--- src/logic/gpab_defs.vh ---
// gpab_defs.vh: offsets, implemented-bit masks, reset values for the four-port gpio block
// assumes: included by the gpio design files; definitions only
//
// Summary of operation
// - unimplemented register bits read zero and ignore writes
// - 64-pin variant: port a absent entirely, all its registers read zero
// - 64-pin variant: port c bits 1..4 and port d bits 12..15 absent
// - port c bits 12 and 15 usable only when oscillator mode is 11 or 00
// - port c bit 15 also needs the oscillator output function bit set
// - direction resets: a C6FF, b FFFF, c F01E, d FFFF
// - open-drain registers reset to 0000; pin and latch have no defined reset (the latch resets to 0000 here)
`ifndef GPAB_DEFS_VH
`define GPAB_DEFS_VH

// register indices; printed offsets are even but not all multiples of four, so index*4
`define GPAB_IDX_BASE         16'h02C0
`define GPAB_IDX_A_DIR        16'h02C0
`define GPAB_IDX_A_PINS       16'h02C2
`define GPAB_IDX_A_LAT        16'h02C4
`define GPAB_IDX_A_ODC        16'h02C6
`define GPAB_IDX_B_DIR        16'h02C8
`define GPAB_IDX_B_PINS       16'h02CA
`define GPAB_IDX_B_LAT        16'h02CC
`define GPAB_IDX_B_ODC        16'h02CE
`define GPAB_IDX_C_DIR        16'h02D0
`define GPAB_IDX_C_PINS       16'h02D2
`define GPAB_IDX_C_LAT        16'h02D4
`define GPAB_IDX_C_ODC        16'h02D6
`define GPAB_IDX_D_DIR        16'h02D8
`define GPAB_IDX_D_PINS       16'h02DA
`define GPAB_IDX_D_LAT        16'h02DC
`define GPAB_IDX_D_ODC        16'h02DE
// register slots within a port (index step 2 per register, 8 per port)
`define GPAB_SLOT_DIR         2'h0
`define GPAB_SLOT_PINS        2'h1
`define GPAB_SLOT_LAT         2'h2
`define GPAB_SLOT_ODC         2'h3

// implemented bits, 100-pin variant
`define GPAB_MASK_A           16'hC6FF
`define GPAB_MASK_B           16'hFFFF
`define GPAB_MASK_C           16'hF01E
`define GPAB_MASK_D           16'hFFFF
// bits removed in the 64-pin variant
`define GPAB_CUT64_A          16'hFFFF
`define GPAB_CUT64_C          16'h001E
`define GPAB_CUT64_D          16'hF000
// port c oscillator-shared bits
`define GPAB_C_BIT_TWELVE     12
`define GPAB_C_BIT_FIFTEEN    15
`define GPAB_OSC_OFF          2'h3
`define GPAB_OSC_EXT_CLOCK    2'h0

// reset values
`define GPAB_RST_A_DIR        16'hC6FF
`define GPAB_RST_B_DIR        16'hFFFF
`define GPAB_RST_C_DIR        16'hF01E
`define GPAB_RST_D_DIR        16'hFFFF
`define GPAB_RST_ODC          16'h0000
`define GPAB_RST_DATA         16'h0000

`endif

--- src/logic/gpab_sync.v ---
// gpab_sync.v: two-flop synchroniser for a bus of pin inputs
// assumes: inputs are asynchronous to ref_clk
`timescale 1ns/100ps
module gpab_sync #(
    parameter WIDTH = 16
) (
    input  wire             ref_clk,
    input  wire             rst,
    input  wire [WIDTH-1:0] async_in,
    output reg  [WIDTH-1:0] sync_out
);
    reg [WIDTH-1:0] meta;

    // first stage is read only by the second stage
    always @(posedge ref_clk or posedge rst) begin
        if (rst) begin
            meta     <= {WIDTH{1'b0}};
            sync_out <= {WIDTH{1'b0}};
        end else begin
            meta     <= async_in;
            sync_out <= meta;
        end
    end
endmodule

--- src/logic/gpab_port.v ---
// gpab_port.v: one 16-bit gpio port: direction, latch, open-drain, pin sampling
// assumes: imp_mask is static (tied from configuration); writes come from the bus slave
`timescale 1ns/100ps
`include "gpab_defs.vh"
module gpab_port #(
    parameter [15:0] DIR_RESET = 16'hFFFF
) (
    input  wire        ref_clk,
    input  wire        rst,
    input  wire [15:0] imp_mask,
    input  wire        wr_en,
    input  wire [1:0]  wr_slot,
    input  wire [15:0] wr_data,
    input  wire [15:0] pin_in,
    output wire [15:0] pin_out,
    output wire [15:0] pin_oe,
    output reg  [15:0] direction,
    output reg  [15:0] output_latch,
    output reg  [15:0] open_drain,
    output wire [15:0] pin_state
);
    wire [15:0] pin_sync;

    gpab_sync #(.WIDTH(16)) u_sync (
        .ref_clk  (ref_clk),
        .rst      (rst),
        .async_in (pin_in),
        .sync_out (pin_sync)
    );

    // writes to the pins slot land in the latch, as on the usual port model
    always @(posedge ref_clk or posedge rst) begin
        if (rst) begin
            direction    <= DIR_RESET & `GPAB_MASK_D;
            open_drain   <= `GPAB_RST_ODC;
            output_latch <= `GPAB_RST_DATA;             // undefined in hardware; zero here
        end else if (wr_en) begin
            if (wr_slot == `GPAB_SLOT_DIR) begin
                direction <= (wr_data & imp_mask) | (direction & ~imp_mask);
            end else if (wr_slot == `GPAB_SLOT_ODC) begin
                open_drain <= wr_data & imp_mask;
            end else begin
                output_latch <= wr_data & imp_mask;
            end
        end
    end

    // inputs read from the pad; absent bits read zero
    assign pin_state = pin_sync & imp_mask;
    // open-drain only pulls low, so drive enable is the inverse of the latch when the od bit is set
    assign pin_out   = output_latch & ~open_drain;
    assign pin_oe    = ~direction & imp_mask & ~(open_drain & output_latch);
endmodule

--- src/logic/gpab_top.v ---
// gpab_top.v: four gpio ports a..d behind an ahb-lite slave
// assumes: single ahb-lite master, word transfers; oscillator config bits are static straps
`timescale 1ns/100ps
`include "gpab_defs.vh"
module gpab_top #(
    parameter PINS_100 = 1
) (
    input  wire        ref_clk,
    input  wire        rst,
    input  wire        hsel,
    input  wire [31:0] haddr,
    input  wire [1:0]  htrans,
    input  wire        hwrite,
    input  wire [2:0]  hsize,
    input  wire [31:0] hwdata,
    input  wire        hready,
    output wire        hreadyout,
    output wire        hresp,
    output reg  [31:0] hrdata,
    input  wire [1:0]  primary_osc_mode_field,
    input  wire        osc_output_function_bit,
    input  wire [63:0] pad_in,
    output wire [63:0] pad_out,
    output wire [63:0] pad_oe
);
    reg  [1:0]  osc_mode;
    reg         osc_fn;
    reg         cfg_loaded;
    reg  [15:0] mask_c_cfg;
    wire [15:0] mask_a;
    wire [15:0] mask_c;
    wire [15:0] mask_d;
    wire [63:0] imp_mask;
    wire [63:0] dir_all;
    wire [63:0] lat_all;
    wire [63:0] odc_all;
    wire [63:0] pin_all;
    reg         wr_pend;
    reg  [15:0] wr_addr;
    wire [15:0] byte_off;
    wire        in_range;
    wire [1:0]  sel_port;
    wire [1:0]  sel_slot;
    reg  [15:0] rd_word;

    // configuration straps are caught after reset release; async reset takes constants only
    always @(posedge ref_clk or posedge rst) begin
        if (rst) begin
            osc_mode   <= 2'h1;
            osc_fn     <= 1'b0;
            cfg_loaded <= 1'b0;
        end else if (!cfg_loaded) begin
            osc_mode   <= primary_osc_mode_field;
            osc_fn     <= osc_output_function_bit;
            cfg_loaded <= 1'b1;
        end
    end

    // oscillator pins take bits 12 and 15 of port c away
    always @* begin
        mask_c_cfg = `GPAB_MASK_C;
        if (!(osc_mode == `GPAB_OSC_OFF || osc_mode == `GPAB_OSC_EXT_CLOCK)) begin
            mask_c_cfg[`GPAB_C_BIT_TWELVE] = 1'b0;
            mask_c_cfg[`GPAB_C_BIT_FIFTEEN] = 1'b0;
        end
        if (!osc_fn) begin
            mask_c_cfg[`GPAB_C_BIT_FIFTEEN] = 1'b0;
        end
    end

    // package variant trims whole port a and the edge bits of c and d
    assign mask_a = (PINS_100 != 0) ? `GPAB_MASK_A : 16'h0000;
    assign mask_c = (PINS_100 != 0) ? mask_c_cfg : (mask_c_cfg & ~`GPAB_CUT64_C);
    assign mask_d = (PINS_100 != 0) ? `GPAB_MASK_D : (`GPAB_MASK_D & ~`GPAB_CUT64_D);
    assign imp_mask = {mask_d, mask_c, `GPAB_MASK_B, mask_a};

    // ahb-lite: latch the write address phase, commit during the data phase
    always @(posedge ref_clk or posedge rst) begin
        if (rst) begin
            wr_pend <= 1'b0;
            wr_addr <= 16'h0000;
        end else if (hready) begin
            wr_pend <= hsel & htrans[1] & hwrite & (haddr[31:16] == 16'h0000);
            wr_addr <= haddr[15:0];
        end
    end

    // read data registered at the address phase so it stands in the data phase
    // byte address is four times the register index, so registers sit eight bytes apart
    assign byte_off = haddr[15:0] - (`GPAB_IDX_BASE << 2);
    assign in_range = (haddr[31:16] == 16'h0000) && (haddr[2:0] == 3'h0)
                      && (haddr[15:0] >= (`GPAB_IDX_BASE << 2))
                      && (haddr[15:0] <= (`GPAB_IDX_D_ODC << 2));
    assign sel_port = byte_off[6:5];
    assign sel_slot = byte_off[4:3];

    // reads are masked: direction keeps reset ones in absent bits, and straps may remove bits later
    always @* begin
        rd_word = 16'h0000;
        if (in_range) begin
            if (sel_slot == `GPAB_SLOT_DIR) begin
                rd_word = dir_all[sel_port*16 +: 16] & imp_mask[sel_port*16 +: 16];
            end else if (sel_slot == `GPAB_SLOT_PINS) begin
                rd_word = pin_all[sel_port*16 +: 16] & imp_mask[sel_port*16 +: 16];
            end else if (sel_slot == `GPAB_SLOT_LAT) begin
                rd_word = lat_all[sel_port*16 +: 16] & imp_mask[sel_port*16 +: 16];
            end else begin
                rd_word = odc_all[sel_port*16 +: 16] & imp_mask[sel_port*16 +: 16];
            end
        end
    end

    // unmapped addresses read zero and ignore writes, always OKAY
    always @(posedge ref_clk or posedge rst) begin
        if (rst) begin
            hrdata <= 32'h00000000;
        end else if (hready && hsel && htrans[1] && !hwrite) begin
            hrdata <= {16'h0000, rd_word};
        end
    end

    assign hreadyout = 1'b1;
    assign hresp     = 1'b0;

    // write decode for the pending data phase
    wire [15:0] wr_off = wr_addr - (`GPAB_IDX_BASE << 2);
    wire        wr_ok  = wr_pend && (wr_addr[2:0] == 3'h0)
                         && (wr_addr >= (`GPAB_IDX_BASE << 2))
                         && (wr_addr <= (`GPAB_IDX_D_ODC << 2));

    // one port instance per port, reset direction per port
    genvar p;
    generate
        for (p = 0; p < 4; p = p + 1) begin : g_port
            localparam [15:0] DIRR = (p == 0) ? `GPAB_RST_A_DIR : (p == 1) ? `GPAB_RST_B_DIR :
                                     (p == 2) ? `GPAB_RST_C_DIR : `GPAB_RST_D_DIR;
            gpab_port #(.DIR_RESET(DIRR)) u_port (
                .ref_clk      (ref_clk),
                .rst          (rst),
                .imp_mask     (imp_mask[p*16 +: 16]),
                .wr_en        (wr_ok && (wr_off[6:5] == p)),
                .wr_slot      (wr_off[4:3]),
                .wr_data      (hwdata[15:0]),
                .pin_in       (pad_in[p*16 +: 16]),
                .pin_out      (pad_out[p*16 +: 16]),
                .pin_oe       (pad_oe[p*16 +: 16]),
                .direction    (dir_all[p*16 +: 16]),
                .output_latch (lat_all[p*16 +: 16]),
                .open_drain   (odc_all[p*16 +: 16]),
                .pin_state    (pin_all[p*16 +: 16])
            );
        end
    endgenerate
endmodule

--- config.mk ---
export PLATFORM = sky130hd
export DESIGN_NAME = gpab_top
export DESIGN_NICKNAME = d
export VERILOG_FILES = /design/src/logic/gpab_sync.v /design/src/logic/gpab_port.v /design/src/logic/gpab_top.v
export VERILOG_INCLUDE_DIRS = /design/src /design/src/logic
export SDC_FILE = /design/constraint.sdc
export NUM_CORES = 1
export LEC_CHECK = 0
export BUFFER_PORTS_ARGS = -buffer_cell sky130_fd_sc_hd__buf_2
export CAP_MARGIN = 30
export CORE_MARGIN = 2
export CORE_UTILIZATION = 55
export CTS_CLUSTER_DIAMETER = 200
export DETAILED_ROUTE_END_ITERATION = 16
export GPL_TIMING_DRIVEN = 0
export PLACE_DENSITY_LB_ADDON = 0.08
export SLEW_MARGIN = 20
export SYNTH_ARGS = -nofsm -noshare
export SYNTH_HDL_FRONTEND = slang
export SYNTH_SLANG_ARGS = --single-unit
export TNS_END_PERCENT = 1
--- constraint.sdc ---
create_clock -name ref_clk -period 13.3 [get_ports ref_clk]
set_input_delay 1.33 -clock ref_clk [delete_from_list [all_inputs] [get_ports ref_clk]]
set_output_delay 1.33 -clock ref_clk [all_outputs]
set_load 0.05 [all_outputs]
==> flow_summary.json, run 1 <==
{
  "outcome": "finished clean",
  "final_common_cell": "dfrtp_1",
  "setup_viol": 0,
  "synth_top_family_by_area": "multiplexers",
  "holdCritStartpoint": "g_port[3].u_port.u_sync.meta[2]",
  "regArea_um2": 7498,
  "cap_violations": 0,
  "grt_pass1_wl_um": 48730,
  "clk_latency_ns": 0.57,
  "cp.arrival_ns": 2.26,
  "drive_above_1_share_pct": 52.44,
  "routed_wl_um": 32380,
  "avgRoutedWirePerCell_um": 21.95,
  "design.die.area_um2": 24430,
  "remaining_drc_errors": 0,
  "swShare_pct": 26.22,
  "path_max_fanout": 7,
  "tns_ns": 0,
  "ir_drop_mv": 0.1013,
  "p_int_mw": 1.634,
  "clkTransAtPathRegs_ns": 0.06,
  "total_power_mw": 2.214,
  "synth-xor-area-share_pct": 0.06865,
  "place.gp.congestion": 0.8206,
  "diodes": 0,
  "grt_overflow_total": 0,
  "die_h_um": 156.3,
  "worst_setup_path_start_kind": "flip-flop",
  "clock-root-buffer": "clkbuf_16",
  "clock_path_buffers": 3,
  "maxSlewHeadroom_pct": 31.07,
  "slew_viol_final": 0,
  "hold_slack_ns": 0.3432,
  "worstSetupPathType": "flip-flop to output pin",
  "fin_skew_ns": 0.01116,
  "finalCriticalPeriod_ns": 3.588,
  "power.switching_uw": 580.7,
  "power.density_nw_per_um2": 141.8,
  "layout_common_cells": "244 x dfrtp_1, 236 x buf_2, 142 x mux2_2, 57 x nor2b_1, 53 x dfstp_2",
  "synth_compound_area_share_pct": 4.384,
  "dpl.cell_count": 1417,
  "combPwrFrac_pct": 12.6,
  "grt_max_degree": 84,
  "grt_pass1_vias": 8339,
  "yosysWarnings": 0,
  "drt.antenna.violating_nets": 0,
  "first_iter_violations": 441,
  "finalHoldViolCount": 0,
  "cp.required_ns": 11.97,
  "synthSimpleGateAreaFrac_pct": 6.639,
  "leakage_nw": 7.353,
  "worst_pin_slew_ns": 1.034,
  "vias": 8181,
  "placed_area_um2": 14490,
  "layoutNonFillerInstCount": 1475,
  "r2r_start": "wr_addr[9]",
  "syn_inst": 863,
  "row_count": 55,
  "cts_setup_buffers": 0,
  "multi_input_area_um2": 4882,
  "start_util_pct": 56.18,
  "cts_tree": "built",
  "grt_use_total_pct": 26.69,
  "antenna_found_initial": 1,
  "io_buffer_count": 225,
  "hpwlAfterDp_um": 22390,
  "io_pins": 303,
  "synth_area_um2": 12760,
  "h-tree-depth": 1,
  "synthAdderAreaFrac_pct": 0.2942,
  "cts.sinks": 297,
  "area_growth_pct": 22.41,
  "synth_seq_cells": 297,
  "viasPerCell": 5.546,
  "power_frac_clock_pct": 42.8,
  "end_kind": "output pin",
  "cts_made_buffers": 31,
  "syn_area_per_cell_um2": 14.78,
  "setup_slack_ns": 9.712,
  "die_w_um": 156.3,
  "sequentialPowerShare_pct": 44.6,
  "ys_seq_area_share_pct": 58.77,
  "utilization_pct": 68.77,
  "fmax_mhz": 278.7,
  "hold_class": "flip-flop to flip-flop",
  "nets": 1309,
  "cts_hold_buf": 0,
  "finalCritPeriodShare_pct": 26.98,
  "synth.distinct_cells": 47,
  "rsz0062_at_grt": "false",
  "drtPass1Iterations": 4,
  "cp-startpoint": "osc_mode[1]",
  "fillers": 1650,
  "core_area_um2": 22710,
  "dpl_worst_slack_ns": 9.484,
  "design_area_um2": 15620,
  "muxShareOfSynthArea_pct": 25.62,
  "ctsResizeCount": 0
}
-- power by group through the flow --
stage | Combinational (mW) | Clock, mW | Sequential (mW)
floorplan | 0.209 | 0 | 0.992
global placement | 0.275 | 0 | 1.00
detailed placement | 0.281 | 0 | 1.00
CTS | 0.282 | 0.956 | 0.986
global route | 0.298 | 0.997 | 0.993
finish | 0.280 | 0.947 | 0.987
-- layer usage --
layer	GRT usage (%)	vias to the layer above	wire (µm)
met5	0	-	0
met4	6.378	0	691
met3	5.456	44	2286
met2	43.38	308	15520
met1	37.44	4182	13890
li1	-	3647	-
-- logic make-up (layout without fill, tap and decap cells) --
family	count (synthesis)	in the layout
xor gates and xnor gates	1	1
other	2	43
DFF	297	297
buffers and inverters	83	369
and+or+nand+nor	146	146
AOI/OAI and AO/OA	91	91
adders and majority gates	3	3
muxes	240	240
-- area by class of cell --
cell class | count | area share (%)
Clock inverter | 19 | 1.706
Inverter | 5 | 0.1682
Tap cell | 285 | 2.283
Clock buffer | 39 | 5.544
Buffer | 78 | 3.285
Timing Repair Buffer | 228 | 7.739
Sequential cell | 297 | 48.01
Multi-Input combinational cell | 524 | 31.26
-- flip-flops by register name (all words and copies together), names as in the netlist --
name and count:
g_port.u_port.direction 52, g_port.u_port.u_sync.sync_out 52, g_port.u_port.output_latch 52, wr_pend 1, g_port.u_port.open_drain 52, hrdata 16
cfg_loaded 1, osc_mode 2, wr_addr 16, g_port.u_port.u_sync.meta 52, osc_fn 1
-- worst paths after layout --
path	end	depth (start not counted)	slack [ns]
max reg2reg	g_port[1].u_port.output_latch[8]	7	11.05
max in group asynchronous	g_port[2].u_port.direction[4]	4	11.37
min in group asynchronous	g_port[0].u_port.u_sync.meta[7]	2	0.78
max	pad_oe[47]	4	9.71
min reg2reg	g_port[3].u_port.u_sync.sync_out[2]	0	0.34
min	g_port[3].u_port.u_sync.sync_out[2]	0	0.34
-- synthesized netlist by cell type, drive strengths merged --
library cell	number	area, µm²
a32oi	1	8.760
or3	1	6.260
nor4b	1	15.01
buf	63	456.7
ha	3	37.54
clkbuf	15	56.30
inv	5	18.77
a211oi	1	7.510
dfrtp	244	6106
a22oi	5	37.54
nand2	37	168.9
and2	4	25.02
mux2	172	2049
o221ai	6	52.55
xnor2	1	8.760
nor4	7	58.81
o2111a	1	20.02
and4	1	8.760
and4b	1	10.01
nand4	2	12.51
a22o	7	61.31
dfstp	53	1393
nor2	6	22.52
mux4	43	968.4
a31oi	1	6.260
a32o	1	10.01
conb	2	7.510
nand2b	8	50.05
o31a	1	8.760
o21ai	12	60.06
a21o	1	7.510
nand4b	2	17.52
nor3	1	5.000
nand3	18	90.09
nor2b	57	356.6
o2111ai	1	8.760
a21oi	50	250.2
o22ai	2	12.51
mux2i	25	250.2
o211ai	1	7.510
-- worst max-delay path, stage by stage, from the launching register on --
cell and delay (ns):
dfrtp_1 0.38, xnor2_1 0.53, nand2_1 0.15, a211oi_1 0.30, buf_2 0.32
(Power assumes the default switching activity.)
==> run 2: changes to the inputs <==
Settings changed: ABC_AREA from default to 1, CORE_UTILIZATION 55 to 54.
Clock period 13.3 ns to 3.5 ns, I/O delays scaled along.
==> flow_summary.json, run 2 <==
{
  "p_int_mw": 5.792,
  "routed_wl_um": 42490,
  "critical_path.cell_chain": "inv_1 > nand2_1 > nand2_1 > nor2_1 > nand2_1 > a21oi_1 > buf_2",
  "worst_setup_path_start_kind": "flip-flop",
  "cp.arrival_ns": 2.04,
  "yosysMostFrequentCell": "nand2_1",
  "yosysWarnings": 0,
  "end_kind": "output pin",
  "rsz0062_at_grt": "false",
  "cts_setup_buffers": 0,
  "worstSetupPathType": "flip-flop to output pin",
  "cp.buffers_inverters": 2,
  "hold_class": "input pin to flip-flop",
  "ys_top_cells_by_area": "dfrtp_1 48%, dfstp_2 11%, nand2_1 11%",
  "synth_seq_cells": 297,
  "grt_pass1_vias": 11310,
  "start_util_pct": 54.60,
  "crit_path_max_incr_delay_ns": 0.53,
  "synth_compound_area_share_pct": 14.37,
  "clk_latency_ns": 0.57,
  "grt_max_degree": 38,
  "synthAdderAreaFrac_pct": 0.2955,
  "worst_pin_slew_ns": 0.8943,
  "maxSlewHeadroom_pct": 40.38,
  "grt_pass1_wl_um": 63290,
  "setup_viol": 0,
  "remaining_drc_errors": 0,
  "power_frac_clock_pct": 44.6,
  "antenna_found_initial": 1,
  "final_common_cell": "nand2_1",
  "path_max_fanout": 3,
  "die_w_um": 157.4,
  "tns_ns": 0,
  "clock_path_buffers": 3,
  "drt.antenna.violating_nets": 0,
  "combPwrFrac_pct": 9.2,
  "drtPass1Iterations": 5,
  "fin_skew_ns": 0.01850,
  "layout_common_cells": "363 x nand2_1, 244 x dfrtp_1, 239 x buf_2, 219 x o21ai_0, 159 x nor2_1",
  "cp_slowest_cell": "dfstp_2",
  "power.switching_mw": 1.885,
  "synth_top_family_by_area": "simple AND/OR/NAND/NOR gates",
  "clkTransAtPathRegs_ns": 0.06,
  "cts_made_buffers": 31,
  "finalCritPeriodShare_pct": 68.39,
  "synth_top_area_share_pct": 48.07,
  "swShare_pct": 24.56,
  "synthSimpleGateAreaFrac_pct": 18.48,
  "muxShareOfSynthArea_pct": 0,
  "setup_slack_ns": 1.106,
  "syn_area_per_cell_um2": 8.711,
  "viasPerCell": 5.407,
  "vias": 11730,
  "synth_edf_count": 0,
  "io_pins": 303,
  "place.gp.congestion": 1.010,
  "clock-root-buffer": "clkbuf_16",
  "fillers": 1914,
  "design.die.area_um2": 24760,
  "finalCriticalPeriod_ns": 2.394,
  "drive_above_1_share_pct": 22.07,
  "ys.flop_type": "dfrtp_1",
  "ys_seq_area_share_pct": 59.04,
  "ctsResizeCount": 0,
  "avgRoutedWirePerCell_um": 19.59,
  "fmax_mhz": 417.8,
  "cp_top_family": "flip-flops",
  "grt_overflow_total": 0,
  "ir_drop_mv": 0.4546,
  "power.density_nw_per_um2": 473.6,
  "synth_top_area_cell": "dfrtp_1",
  "cp_common_cell": "nand2_1",
  "area_growth_pct": 27.64,
  "core_area_um2": 23260,
  "ys_async_sr_fraction_pct": 100.0,
  "row_count": 56,
  "cp.required_ns": 3.15,
  "cts_hold_buf": 58,
  "synth_area_um2": 12700,
  "syn_inst": 1458,
  "hpwlAfterDp_um": 30010,
  "grt_use_total_pct": 34.29,
  "dpl_worst_slack_ns": 1.154,
  "first_iter_violations": 1299,
  "sequentialPowerShare_pct": 46.2,
  "cap_violations": 0,
  "die_h_um": 157.4,
  "io_buffer_count": 225,
  "cts.sinks": 297,
  "cts_tree": "built",
  "synth_top_cells_by_count": "363 x nand2_1, 244 x dfrtp_1, 219 x o21ai_0",
  "nets": 1968,
  "h-tree-depth": 1,
  "finalHoldViolCount": 0,
  "synth-xor-area-share_pct": 0,
  "synth.distinct_cells": 31,
  "leakage_nw": 8.805,
  "slew_viol_final": 0,
  "outcome": "finished clean"
}
run 2: cell count changes after synthesis, moves of 43 or more:
cell / change
nand2_1: +332
o21ai_0: +207
nor2_1: +153
mux2_2: -142
inv_1: +91
nor2b_1: -57
a21oi_1: +43
mux4_2: -43
run 2: routing by layer:
layer | GRT usage (%) | part of all wire, % | vias up
met5 | 0 | 0 | -
met4 | 15.97 | 4.5 | 0
met3 | 7.021 | 9.6 | 122
met2 | 54.59 | 47 | 639
met1 | 45.42 | 39 | 5599
li1 | - | - | 5367
run 2: kinds of logic (layout without fill, tap and decap cells):
logic type | Yosys count | after routing
DFF | 297 | 297
and+or+nand+nor | 593 | 593
buffers and inverters | 213 | 563
other | 2 | 44
adders and majority gates | 3 | 3
AOI/OAI and AO/OA | 350 | 350
run 2: worst reg2reg max path, cell delays in order, from the launching register on:
cell and delay, ns:
dfrtp_1 0.37, nor2_1 0.10, nand2_1 0.06, nor2_1 0.23
nand3_2 0.17, nor2_4 0.20, nand3_1 0.28, clkbuf_1 0.34
o21ai_0 0.27
run 2: final cells by class:
type / instances / area (µm²) / area share (%)
sequential: 297 / 7498 / 46.25
multi-input combinational: 989 / 4372 / 26.97
timing repair buffer: 292 / 1887 / 11.64
clock buffer: 44 / 884.6 / 5.457
buffer: 113 / 609.3 / 3.759
tap: 319 / 399.1 / 2.462
inverter: 100 / 379.1 / 2.339
clock inverter: 14 / 180.2 / 1.111
antenna: 1 / 2.502 / 0.01544
run 2: path summary, 6_finish.rpt:
path	to	slack (ns)	start	cells past startpoint
max in group asynchronous	g_port[3].u_port.direction[6]	2.18	rst	6
min in group asynchronous	g_port[0].u_port.output_latch[15]	0.29	rst	3
min reg2reg	g_port[0].u_port.u_sync.sync_out[5]	0.34	g_port[0].u_port.u_sync.meta[5]	0
max reg2reg	g_port[0].u_port.open_drain[6]	1.38	wr_addr[13]	8
min	wr_addr[12]	0.02	haddr[12]	3
max	pad_oe[47]	1.11	osc_mode[0]	7
run 2: metrics by stage:
stage	std cells	util [%]	area, µm²	power (mW)	hold slack (ns)
after floorplan	1499	-	12860	3.998	0.3312
after global placement	2043	61.83	14380	4.220	0.3317
after detailed placement	2052	62.61	14560	4.247	0.3224
after CTS	2168	69.68	16210	7.679	0.0003366
after global routing	2168	69.68	16210	7.912	0.008205
final	2169	69.69	16210	7.677	0.01521
run 2: power groups by stage:
stage / Clock [mW] / Sequential [mW] / Combinational, mW
after CTS: 3.44 / 3.55 / 0.690
final: 3.42 / 3.55 / 0.706
after detailed placement: 0 / 3.61 / 0.637
after global routing: 3.60 / 3.56 / 0.758
after global placement: 0 / 3.61 / 0.609
after floorplan: 0 / 3.60 / 0.397
==> run 3: changes to the inputs <==
Settings changed: CORE_UTILIZATION 54 to 49.
Clock period 3.5 ns to 2.2 ns, I/O delays scaled along.
==> flow_summary.json, run 3 (synthesis results as in run 2) <==
{
  "remaining_drc_errors": 0,
  "h-tree-depth": 1,
  "place.gp.congestion": 0.9484,
  "viasPerCell": 5.336,
  "avgRoutedWirePerCell_um": 19.53,
  "cp_common_cell": "nand2_1",
  "end_kind": "output pin",
  "clk_latency_ns": 0.56,
  "dpl.cell_count": 2063,
  "final_common_cell": "nand2_1",
  "finalCritPeriodShare_pct": 94.33,
  "r2r_cells": 8,
  "drive_above_1_share_pct": 22.47,
  "die_h_um": 165.0,
  "drt.antenna.violating_nets": 0,
  "hpwlAfterDp_um": 30640,
  "cp_slowest_cell": "dfstp_2",
  "start_util_pct": 50.15,
  "area_growth_pct": 29.14,
  "diodes": 0,
  "hold_class": "input pin to flip-flop",
  "cap_violations": 0,
  "ir_drop_mv": 0.7106,
  "slew_viol_final": 0,
  "fin_skew_ns": 0.01307,
  "core_area_um2": 25330,
  "hold_slack_ns": 0.02755,
  "grt_use_total_pct": 31.78,
  "vias": 11710,
  "finalHoldViolCount": 0,
  "worst_setup_path_start_kind": "flip-flop",
  "power.density_nw_per_um2": 737.8,
  "io_pins": 303,
  "grt_overflow_total": 0,
  "cts.sinks": 297,
  "grt_pass1_vias": 11190,
  "cts_made_buffers": 31,
  "critical_path.cell_chain": "inv_1 > nand2_1 > nand2_1 > a211oi_1 > buf_2",
  "cp.arrival_ns": 1.86,
  "clock_path_buffers": 3,
  "first_iter_violations": 1166,
  "io_buffer_count": 225,
  "rsz0062_at_grt": "true",
  "antenna_found_initial": 1,
  "grt_pass1_wl_um": 63960,
  "grt_max_degree": 37,
  "maxSlewHeadroom_pct": 42.27,
  "leakage_nw": 8.900,
  "crit_cells": 5,
  "path_max_fanout": 3,
  "cp_top_family": "flip-flops",
  "nets": 1986,
  "cts_tree": "built",
  "clock-root-buffer": "clkbuf_16",
  "layout_common_cells": "363 x nand2_1, 244 x dfrtp_1, 239 x buf_2, 219 x o21ai_0, 158 x nor2_1",
  "die_w_um": 165.0,
  "outcome": "finished clean",
  "tns_ns": 0,
  "fmax_mhz": 481.9,
  "crit_path_max_incr_delay_ns": 0.52,
  "total_power_mw": 12.10,
  "cp.buffers_inverters": 2,
  "row_count": 58,
  "finalCriticalPeriod_ns": 2.075,
  "clkTransAtPathRegs_ns": 0.06,
  "routed_wl_um": 42870,
  "layoutNonFillerInstCount": 2195,
  "drtPass1Iterations": 6,
  "setup_viol": 0,
  "cp.required_ns": 1.98,
  "hold_depth": 3,
  "worst_pin_slew_ns": 0.8660,
  "worstSetupPathType": "flip-flop to output pin",
  "design.die.area_um2": 27220
}
run 3: area by class of cell:
type	instances	area, µm²
Buffer	113	625.6
Clock buffer	46	902.1
Clock inverter	10	127.6
Fill cell	2174	8925
Inverter	100	379.1
Multi-Input combinational cell	989	4379
Sequential cell	297	7498
Tap cell	330	412.9
Timing Repair Buffer	310	2077
run 3: worst register-to-register path: cells and delay by family, from the launching register on:
family / cells / cell delay (ns)
DFF: 1 / 0.38
and+or+nand+nor: 6 / 0.99
AOI/OAI and AO/OA: 1 / 0.27
buffers and inverters: 1 / 0.30
run 3: metal layers:
| layer | vias up | part of all wire, % | global-route usage, % |
|---|---|---|---|
| li1 | 5421 | - | - |
| met1 | 5570 | 40 | 42.81 |
| met2 | 619 | 47 | 51.38 |
| met3 | 101 | 9.2 | 5.450 |
| met4 | 2 | 4.0 | 12.89 |
| met5 | - | 0.030 | 0 |
run 3: timing repair:
| action | CTS | global route |
|---|---|---|
| hold buffers | 76 | 0 |
| pin swaps | 0 | 0 |
| endpoints found under the setup margin | 1 | 76 |
| endpoints found under the hold margin | 87 | 0 |
| resized for setup | 1 | 30 |
| setup buffers | 0 | 0 |
run 3: worst paths after layout:
| kind | start | endpoint | slack [ns] |
|---|---|---|---|
| worst max-delay path | osc_mode[0] | pad_oe[44] | 0.12 |
| worst min-delay path | hwdata[8] | g_port[3].u_port.open_drain[8] | 0.03 |
| worst max register to register | wr_addr[13] | g_port[0].u_port.output_latch[0] | 0.16 |
| worst min register to register | g_port[0].u_port.u_sync.meta[1] | g_port[0].u_port.u_sync.sync_out[1] | 0.34 |
| max in group asynchronous | rst | g_port[3].u_port.direction[12] | 1.04 |
| min in group asynchronous | rst | g_port[0].u_port.output_latch[2] | 0.27 |
run 3: power breakdown:
part	internal, mW	total [mW]	leakage (nW)	switching, mW
Clock	3.16	5.30	0.508	2.14
Combinational	0.378	1.15	5.25	0.770
Sequential	5.60	5.65	3.15	0.0528
Total	9.14	12.1	8.90	2.96
run 3: metrics by stage:
| step | util, % | cell area, µm² | worst slack, ns |
|---|---|---|---|
| finish | 64.76 | 16400 | 0.1247 |
| global placement | 56.85 | 14400 | -3.614 |
| CTS | 64.67 | 16380 | 0.03068 |
| floorplan | - | 12860 | -1.922 |
| detailed placement | 57.59 | 14590 | -0.01249 |
| global route | 64.76 | 16400 | -0.04485 |
